File: config.mk
export PLATFORM = sky130hd
export DESIGN_NAME = eec_enhance_ctrl
export DESIGN_NICKNAME = d
export VERILOG_FILES = /design/src/verilog/eec_pkg.sv /design/src/verilog/eec_tick_div.sv /design/src/verilog/eec_enhance_ctrl.sv
export SDC_FILE = /design/constraint.sdc
export NUM_CORES = 1
export LEC_CHECK = 0
export ABC_CLOCK_PERIOD_IN_PS = 3200
export BUFFER_PORTS_ARGS = -buffer_cell sky130_fd_sc_hd__buf_4
export CAP_MARGIN = 20
export CORE_ASPECT_RATIO = 1.75
export CORE_MARGIN = 2
export CORE_UTILIZATION = 49
export CTS_CLUSTER_DIAMETER = 80
export CTS_CLUSTER_SIZE = 20
export DETAILED_ROUTE_END_ITERATION = 8
export PLACE_DENSITY = 0.74
export SYNTH_ARGS = -nofsm -noshare
export SYNTH_HDL_FRONTEND = slang
export SYNTH_SLANG_ARGS = --single-unit
File: constraint.sdc
create_clock -name clk_sys -period 3.2 [get_ports clk_sys]
set_clock_uncertainty 0.2 [all_clocks]
set_input_delay 0.64 -clock clk_sys [delete_from_list [all_inputs] [get_ports clk_sys]]
set_output_delay 0.64 -clock clk_sys [all_outputs]
set_load 0.05 [all_outputs]
File: src/verilog/eec_pkg.sv
// Constants for the feature enhancement enable register bank.
// Assumes one 40 MHz system clock and an APB register port.
package eec_pkg;

  // Clock rate
  localparam int unsigned CLK_HZ = 40_000_000;

  // Register byte addresses
  localparam logic [7:0] ADDR_FEATURE_ENH = 8'h6c;
  localparam logic [7:0] ADDR_LINE_CTRL   = 8'h80;
  localparam logic [7:0] ADDR_LIMIT_VALUE = 8'h84;
  localparam logic [7:0] ADDR_STATUS      = 8'h88;

  // Reset values
  localparam logic [7:0] RST_FEATURE_ENH = 8'h00;
  localparam logic [7:0] RST_LINE_CTRL   = 8'h00;
  localparam logic [7:0] RST_LIMIT_VALUE = 8'h14;

  // Enhancement register fields
  localparam int BIT_CURRENT_BOOST = 7;
  localparam int BIT_TONE_SPEEDUP  = 6;
  localparam int BIT_CONV_FAST     = 5;
  localparam int BIT_EXT_IMPEDANCE = 4;
  localparam int BIT_BATT_DEBOUNCE = 3;
  localparam int BIT_VOLT_CLOSURE  = 2;
  localparam int BIT_DC_FILTER     = 1;
  localparam int BIT_HYSTERESIS    = 0;

  // Implemented bits per variant
  localparam logic [7:0] MASK_SUPPLY_GEN = 8'hf7;
  localparam logic [7:0] MASK_SUPPLY_SEL = 8'hdd;

  // Line control register fields
  localparam int BIT_RELAY_CTRL = 6;

  // Status register fields
  localparam int BIT_ST_BOOST  = 0;
  localparam int BIT_ST_FAST   = 1;
  localparam int BIT_ST_CLOSED = 2;
  localparam int BIT_ST_BATT_H = 3;

  // Boosted differential loop current limit in mA
  localparam logic [7:0] BOOST_LIMIT_MA = 8'd41;

  // Tone generator rates and derived tick periods
  localparam int unsigned TONE_BASE_HZ  = 8_000;
  localparam int unsigned TONE_FAST_HZ  = 24_000;
  localparam int unsigned TONE_BASE_CYC = CLK_HZ / TONE_BASE_HZ;
  localparam int unsigned TONE_FAST_CYC = (CLK_HZ + TONE_FAST_HZ - 1) / TONE_FAST_HZ;

  // Battery switch debounce and boost hold times in ms
  localparam int unsigned DEBOUNCE_MS    = 60;
  localparam int unsigned BOOST_HOLD_MS  = 10;
  localparam int unsigned DEBOUNCE_CYC   = DEBOUNCE_MS * (CLK_HZ / 1000);
  localparam int unsigned BOOST_HOLD_CYC = BOOST_HOLD_MS * (CLK_HZ / 1000);

  // Width of the long timers
  localparam int TIMER_W = 24;

endpackage : eec_pkg

File: src/verilog/eec_tick_div.sv
// Programmable divider giving a one-cycle enable pulse.
// Assumes the period input is at least one and changes only rarely.
`timescale 1ns/1ps
module eec_tick_div #(
  parameter int CNT_W = 16
) (
  // Clock and reset
  input  wire logic             clk_sys,
  input  wire logic             sys_rst,
  // Period in clock cycles
  input  wire logic [CNT_W-1:0] period,
  // Enable pulse
  output logic                  tick
);

  logic [CNT_W-1:0] count;

  // Counts down and restarts from the current period
  always_ff @(posedge clk_sys) begin
    if (sys_rst) begin
      count <= '0;
      tick  <= 1'b0;
    end else if (count == '0) begin
      count <= period - 1'b1;
      tick  <= 1'b1;
    end else begin
      count <= (count >= period) ? period - 1'b1 : count - 1'b1;
      tick  <= 1'b0;
    end
  end

endmodule : eec_tick_div

File: src/verilog/eec_enhance_ctrl.sv
// Feature enhancement enable register and the control it steers.
// Assumes an APB master on clk_sys and line status inputs synchronous to it.
//
// What this block does
// - Boost off: use programmed loop current limit
// - Boost on: limit raised to 41 mA after ring
// - Speedup and relay set: tone clocked 24 kHz
// - Enhanced FSK uses dedicated oscillator registers
// - Enhanced FSK: cadence timers step 41.67 us
// - Speedup clear: 8 kHz, standard oscillator registers
// - Converter bit selects multi-threshold control algorithm
// - Converter bit only in self-supply variant
// - Loop closure from voltage or current
// - Selection variant: 60 ms debounce high-to-low
//
// Implementation choice: the APB interface to the registers.
`timescale 1ns/1ps
module eec_enhance_ctrl
  import eec_pkg::*;
#(
  parameter bit          SUPPLY_GEN     = 1'b1,
  parameter int unsigned BASE_CYC       = TONE_BASE_CYC,
  parameter int unsigned FAST_CYC       = TONE_FAST_CYC,
  parameter int unsigned DEBOUNCE_CYCLES = DEBOUNCE_CYC,
  parameter int unsigned BOOST_CYCLES   = BOOST_HOLD_CYC
) (
  // Clock and reset
  input  wire logic        clk_sys,
  input  wire logic        sys_rst,
  // APB slave
  input  wire logic        psel,
  input  wire logic        penable,
  input  wire logic        pwrite,
  input  wire logic [7:0]  paddr,
  input  wire logic [31:0] pwdata,
  output logic [31:0]      prdata,
  output logic             pready,
  output logic             pslverr,
  // Line events and levels
  input  wire logic        ring_burst_end,
  input  wire logic        loop_current_closed,
  input  wire logic        loop_voltage_closed,
  input  wire logic        battery_high_request,
  // Line feed control
  output logic [7:0]       loop_current_limit_ma,
  output logic             loop_closed,
  output logic             battery_high_select,
  // Tone generator control
  output logic             tone_tick,
  output logic             tone_fast_mode,
  output logic             tone_osc_one_fsk_set,
  output logic             osc_one_cadence_tick,
  // Analog option controls
  output logic             converter_fast_control,
  output logic             external_impedance_reference,
  output logic             dc_filter_select,
  output logic             hysteresis_select
);

  localparam logic [7:0] IMPL_MASK = SUPPLY_GEN ? MASK_SUPPLY_GEN : MASK_SUPPLY_SEL;
  localparam logic [15:0] BASE_P = 16'(BASE_CYC);
  localparam logic [15:0] FAST_P = 16'(FAST_CYC);
  localparam logic [TIMER_W-1:0] DEB_P   = TIMER_W'(DEBOUNCE_CYCLES);
  localparam logic [TIMER_W-1:0] BOOST_P = TIMER_W'(BOOST_CYCLES);

  logic [7:0]         feature_enhancement_enables;
  logic [7:0]         line_ctrl;
  logic [7:0]         limit_value;
  logic [TIMER_W-1:0] boost_timer;
  logic [TIMER_W-1:0] deb_timer;
  logic               boost_active;
  logic               fsk_enh;
  logic               wr_en;
  logic               setup;
  logic               mapped;
  logic [7:0]         next_rdata;
  logic [7:0]         status;

  // Address decode shared by write and error paths
  function automatic logic is_mapped(input logic [7:0] a);
    return (a == ADDR_FEATURE_ENH) || (a == ADDR_LINE_CTRL) ||
           (a == ADDR_LIMIT_VALUE) || (a == ADDR_STATUS);
  endfunction : is_mapped

  // APB handshake, zero wait states
  assign setup   = psel & ~penable;
  assign mapped  = is_mapped(paddr);
  assign pready  = 1'b1;
  assign pslverr = psel & penable & ~mapped;
  assign wr_en   = psel & penable & pwrite & mapped;

  // Register writes, unimplemented bits held at zero
  always_ff @(posedge clk_sys) begin
    if (sys_rst) begin
      feature_enhancement_enables <= RST_FEATURE_ENH;
    end else if (wr_en && paddr == ADDR_FEATURE_ENH) begin
      feature_enhancement_enables <= pwdata[7:0] & IMPL_MASK;
    end
  end

  always_ff @(posedge clk_sys) begin
    if (sys_rst) begin
      line_ctrl   <= RST_LINE_CTRL;
      limit_value <= RST_LIMIT_VALUE;
    end else if (wr_en) begin
      if (paddr == ADDR_LINE_CTRL) begin
        line_ctrl <= pwdata[7:0] & (8'h01 << BIT_RELAY_CTRL);
      end
      if (paddr == ADDR_LIMIT_VALUE) begin
        limit_value <= pwdata[7:0];
      end
    end
  end

  // Read data captured in the setup cycle
  assign status = {4'h0, battery_high_select, loop_closed, tone_fast_mode, boost_active};

  always_comb begin
    next_rdata = 8'h00;
    if (paddr == ADDR_FEATURE_ENH) begin
      next_rdata = feature_enhancement_enables;
    end else if (paddr == ADDR_LINE_CTRL) begin
      next_rdata = line_ctrl;
    end else if (paddr == ADDR_LIMIT_VALUE) begin
      next_rdata = limit_value;
    end else if (paddr == ADDR_STATUS) begin
      next_rdata = status;
    end
  end

  always_ff @(posedge clk_sys) begin
    if (sys_rst) begin
      prdata <= 32'h0000_0000;
    end else if (setup && !pwrite) begin
      prdata <= {24'h00_0000, next_rdata};
    end
  end

  // Temporary current limit boost after each ring burst
  always_ff @(posedge clk_sys) begin
    if (sys_rst) begin
      boost_timer <= '0;
    end else if (!feature_enhancement_enables[BIT_CURRENT_BOOST]) begin
      boost_timer <= '0;
    end else if (ring_burst_end) begin
      boost_timer <= BOOST_P;
    end else if (boost_timer != '0) begin
      boost_timer <= boost_timer - 1'b1;
    end
  end

  assign boost_active = (boost_timer != '0);

  always_ff @(posedge clk_sys) begin
    if (sys_rst) begin
      loop_current_limit_ma <= RST_LIMIT_VALUE;
    end else begin
      loop_current_limit_ma <= boost_active ? BOOST_LIMIT_MA : limit_value;
    end
  end

  // Tone generator rate and oscillator set selection
  assign fsk_enh = feature_enhancement_enables[BIT_TONE_SPEEDUP] & line_ctrl[BIT_RELAY_CTRL];

  always_ff @(posedge clk_sys) begin
    if (sys_rst) begin
      tone_fast_mode       <= 1'b0;
      tone_osc_one_fsk_set <= 1'b0;
    end else begin
      tone_fast_mode       <= fsk_enh;
      tone_osc_one_fsk_set <= fsk_enh;
    end
  end

  eec_tick_div #(
    .CNT_W (16)
  ) u_tone_div (
    .clk_sys (clk_sys),
    .sys_rst (sys_rst),
    .period  (tone_fast_mode ? FAST_P : BASE_P),
    .tick    (tone_tick)
  );

  // Cadence timers step on the tone tick, finer in fast mode
  assign osc_one_cadence_tick = tone_tick;

  // Analog option bits
  always_ff @(posedge clk_sys) begin
    if (sys_rst) begin
      converter_fast_control       <= 1'b0;
      external_impedance_reference <= 1'b0;
      dc_filter_select             <= 1'b0;
      hysteresis_select            <= 1'b0;
    end else begin
      converter_fast_control       <= feature_enhancement_enables[BIT_CONV_FAST];
      external_impedance_reference <= feature_enhancement_enables[BIT_EXT_IMPEDANCE];
      dc_filter_select             <= feature_enhancement_enables[BIT_DC_FILTER];
      hysteresis_select            <= feature_enhancement_enables[BIT_HYSTERESIS];
    end
  end

  // Loop closure source
  always_ff @(posedge clk_sys) begin
    if (sys_rst) begin
      loop_closed <= 1'b0;
    end else if (feature_enhancement_enables[BIT_VOLT_CLOSURE]) begin
      loop_closed <= loop_voltage_closed;
    end else begin
      loop_closed <= loop_current_closed;
    end
  end

  // Battery select, debounced only from high to low
  always_ff @(posedge clk_sys) begin
    if (sys_rst) begin
      battery_high_select <= 1'b1;
      deb_timer           <= '0;
    end else if (battery_high_request) begin
      battery_high_select <= 1'b1;
      deb_timer           <= '0;
    end else if (!battery_high_select) begin
      deb_timer <= '0;
    end else if (!feature_enhancement_enables[BIT_BATT_DEBOUNCE]) begin
      battery_high_select <= 1'b0;
      deb_timer           <= '0;
    end else if (deb_timer >= DEB_P - 1'b1) begin
      battery_high_select <= 1'b0;
      deb_timer           <= '0;
    end else begin
      deb_timer <= deb_timer + 1'b1;
    end
  end

endmodule : eec_enhance_ctrl

Yosys cells after proc, flatten, opt, wreduce, memory -nomap -nowiden:

Index checks and enable logic that the tools add are counted.

* bits of input ports: 49
* output and inout bits: 52
* register bits after elaboration: 80
* logic and storage cells: 61

* $lt $le $gt $ge: 1
* add/sub/neg operators: 3
* equal/unequal tests: 4
* muxes and demuxes: 12
* bitwise logic cells: 9
* reductions and logical operators: 15

Operator list (count)
* $mux 19: 2
* $mux 16: 2
* $eq 8x8->1 const B: 3
* $mux 8: 3
* $reduce_bool 24->1: 1
* $sub 24x1->24 const B: 1
* $ge 16x13->1: 1
* $logic_not 16->1: 1
* $sub 16x1->16 const B: 1
* $sub 13x1->14 const B: 1
* $mux 13: 1
* $eq 8x7->1 const B: 1
* $and 1x1->1: 6
* $mux 6: 1
* $reduce_or 2->1: 3
* $mux 4: 1
* $reduce_and 2->1: 2
* $logic_or 1x1->1: 3
* $not 1->1: 3
* $reduce_or 3->1: 1
* $logic_and 1x1->1: 2
* $mux 1: 2
* $reduce_bool 2->1: 1
* $logic_not 1->1: 1

Logic depth before layout (Yosys ltp):

* word-level depth: 6
* gate-level depth with buffers: 9
* gate-level depth less buffers: 7

Modules after synthesis:

Synthesis repeated with hierarchy kept, for this count alone.

* cells, all modules: 548
* area total of the unflattened synthesis: 4710.8 sq um

Modules (own cells, without submodules)
* eec_enhance_ctrl: cells an instance 343, area an instance 3086.7 sq um, times used 1
* eec_tick_div: cells an instance 205, area an instance 1624.1 sq um, times used 1

Least setup slack after synthesis:

No wires, ideal clock.

* path type: input -> output
* start point: input port paddr[1]
* end point: output port pslverr
* slack: 0.090 ns
* data arrival time: 2.270 ns
* buffers on the path: 1
* stages on the path: 4
* cells stage by stage: or3_1 > nor4_1 > clkbuf_1 > a211oi_1

* longest elaborated chain between the ends: 6
* elaborated cells between the ends (all ways): 9

RTL lines
* start: declaration: RTL line eec_enhance_ctrl.sv:34 `input wire logic [7:0] paddr,`
* $eq 8x7->1 / $eq 8x8->1 (equally long branches): RTL line eec_enhance_ctrl.sv:81 `return (a == ADDR_FEATURE_ENH) || (a == ADDR_LINE_CTRL) ||`
* $logic_or 1x1->1 (2 in series): RTL line eec_enhance_ctrl.sv:81
* $logic_or 1x1->1 (*): RTL line eec_enhance_ctrl.sv:82 `(a == ADDR_LIMIT_VALUE) || (a == ADDR_STATUS);`
* $not 1->1 (*): RTL line eec_enhance_ctrl.sv:89 `assign pslverr = psel & penable & ~mapped;`
* $and 1x1->1 (*): RTL line eec_enhance_ctrl.sv:89
* end: declaration: RTL line eec_enhance_ctrl.sv:38 `output logic pslverr,`

Every way passes the cells marked *; elsewhere a longest branch is shown, timed or not.

Final worst setup path:

Same ends and word-level chain as after synthesis.

==> impl_results.md <==
- Setup violators final: 0
- Clk buf depth: 2
- First-pass GRT wire length: 14.23 mm
- Num Clock Sinks: 80
- Crit share post-route: 0.8329
- Die width: 70.30 microns
- Total design power: 2.292 mW
- Area post-placement: 0.004167 sq mm
- Wire length per cell: 15.28 microns
- IO buf count: 51
- Post-CTS setup buffer count: 0
- Hold Slack: 0.2726 ns
- Max-cap check violation count: 0
- Netlist cell types: 58
- YS warnings: 0
- Hold WC Path Type: flop to flop
- Largest net degree at the start of global routing: 43
- Layout Nets: 538
- Via count: 3231
- Count leader, synth: dfxtp_1
- Die area: 0.008436 sq mm
- Startpoint Class: input pin
- Synth Register Bits: 80
- # hold bufs at CTS: 0
- Row count: 42
- CTS clk-pin slew, worst paths: 0.06 ns
- H-Tree Level Count: 3
- Final hold violation count: 0
- CP required: 2.36 ns
- Layout cell share with drive strength beyond 1: 0.1835
- Async S/R FF share, synth: 0
- CP Class: input pin to output port
- Relative slew margins: 0.4605
- VDD IR-drop max: 0.4173 mV
- Setup TNS: 0 ns
- Post-cts sizing count: 0
- GRT Resource Usage Total: 0.2139
- TritonCTS Buffers: 9
- Die Height: 120.0 microns
- Synth area leader: dfxtp_1
- EDFF count, synth: 0
- Cells after synthesis: 423
- Yosys top cell area share: 0.4250
- Seq/Total Area, Yosys: 0.4250
- Main synth FF type: dfxtp_1
- Routed WL: 8.758 mm
- Root buf cell: clkbuf_16
- DP Wirelength: 6.439 mm
- Gp weighted congestion: 0.8523
- Leakage power total: 1.914 nW
- CP arrival: 1.83 ns
- Post-DR vias/cell: 5.639
- Num ports: 101
- Layout Cell Area excl Fill: 0.004467 sq mm
- Pins Over Slew Limit: 0
- RSZ-0062 raised after global routing: false
- Slew at the pin closest to its max-slew limit: 0.8019 ns
- Clk_lat worst skew: 0.34 ns
- Number of fill cells in the layout: 685
- Vias in the first global route: 3087
- Crit-path max FO: 6
- Final ANT Viol Nets: 0
- Core area: 0.007515 sq mm
- Ant diodes: 0
- P&R area growth vs syn: 18.53%
- Initial antenna violation count: 0
- Drt first-iter violations: 198
- Initial Utilization: 0.5015
- Synth Area per Inst: 8.909 sq um
- Status: finished clean
- Gr ovfl total: 0
- Power density over cell area: 513.1 mW/mm^2
- Finished Core Util: 0.5944
- Setup crit end kind: output port
- Ranking of synthesized cells by area: dfxtp_1, buf_4, nor2_1
- First-pass DRT Iterations: 4
- Synth top cells by count: dfxtp_1, nor2_1, nand2_1
- FMAX: 375.2 MHz
- Post-Synthesis Cell Area: 0.003769 sq mm
- Tmin final: 2.665 ns
- DRC viols: 0
- CTS tree: done
[worst paths after layout]
check	startpoint	end	slack, ns	cells past startpoint
setup reg to reg	boost_timer[13]	boost_timer[11]	0.66	5
setup / recovery	paddr[1]	pslverr	0.53	6
hold / removal	feature_enhancement_enables[4]	feature_enhancement_enables[4]	0.27	2
hold reg to reg	feature_enhancement_enables[4]	feature_enhancement_enables[4]	0.27	2
[critical path: stages]
cell and delay, ns:
buf_4 0.10, or3_1 0.41, nor4b_2 0.23, buf_4 0.17, a211oi_1 0.07, buf_4 0.20
[placed cells by master, fill, tap and decap left out, types with 3 or more instances in the layout]
cell,Yosys,routed
a211oi_1,9,9
a21oi_1,29,29
a221oi_1,3,3
a22o_1,3,3
and2_1,3,3
and3_1,8,8
buf_4,27,60
clkbuf_16,0,9
conb_1,2,26
dfxtp_1,80,80
ha_1,9,9
inv_1,7,7
mux2i_1,11,11
nand2_1,32,32
nand3_1,19,19
nand4_1,4,4
nor2_1,48,48
nor2b_1,8,8
nor3_1,11,11
nor3b_1,4,4
nor4_1,9,8
o211ai_1,4,4
o21ai_0,5,5
o21ai_1,5,5
o31ai_1,4,4
or3_1,7,7
or4_1,6,6
xnor2_1,13,13
xor2_1,6,6
[stage by stage]
| stage | cells | setup slack, ns |
|---|---|---|
| 3_5_place_dp | 557 | 0.5277 |
| 3_3_place_gp | 557 | 0.5500 |
| 2_1_floorplan | 447 | 0.09031 |
| 6_report | 573 | 0.5348 |
| 5_1_grt | 573 | 0.4612 |
| 4_1_cts | 573 | 0.5182 |
[area by class of cell]
class                   count  area (sq um)  area share
inverters                   8         30.03    0.006723
clock buffers              13         260.3     0.05826
repair buffers             60         450.4      0.1008
multi-input cells         321          1974      0.4420
well taps                  88         110.1     0.02465
flip-flops and latches     80          1602      0.3585
clock inverters             3         40.04    0.008964
[flip-flops by register name, summed over array words and instances (netlist names), 7 cells and up]
register and cells:
u_tone_div.count 16, boost_timer 24, limit_value 8, loop_current_limit_ma 8, prdata 8, feature_enhancement_enables 7
[where the power goes]
part           switching (mW)  internal, mW
registers              0.0194          1.02
clock network           0.388         0.644
logic                   0.155        0.0698
[metal layers]
layer | part of all wire | vias up | global-route usage
li1 | - | 1585 | -
met1 | 0.38 | 1547 | 0.2209
met2 | 0.54 | 82 | 0.3927
met3 | 0.042 | 17 | 0.03778
met4 | 0.030 | 0 | 0.1250
met5 | 0 | - | 0
[cell families after synthesis]
logic type | synth area share
and+or+nand+nor | 0.2560
DFF | 0.4250
AOI/OAI and AO/OA | 0.1371
buffers and inverters | 0.07669
xor gates and xnor gates | 0.04416
muxes | 0.02922
adders and majority gates | 0.02988
other | 0.001993
Power figures use the tool's default switching activity.
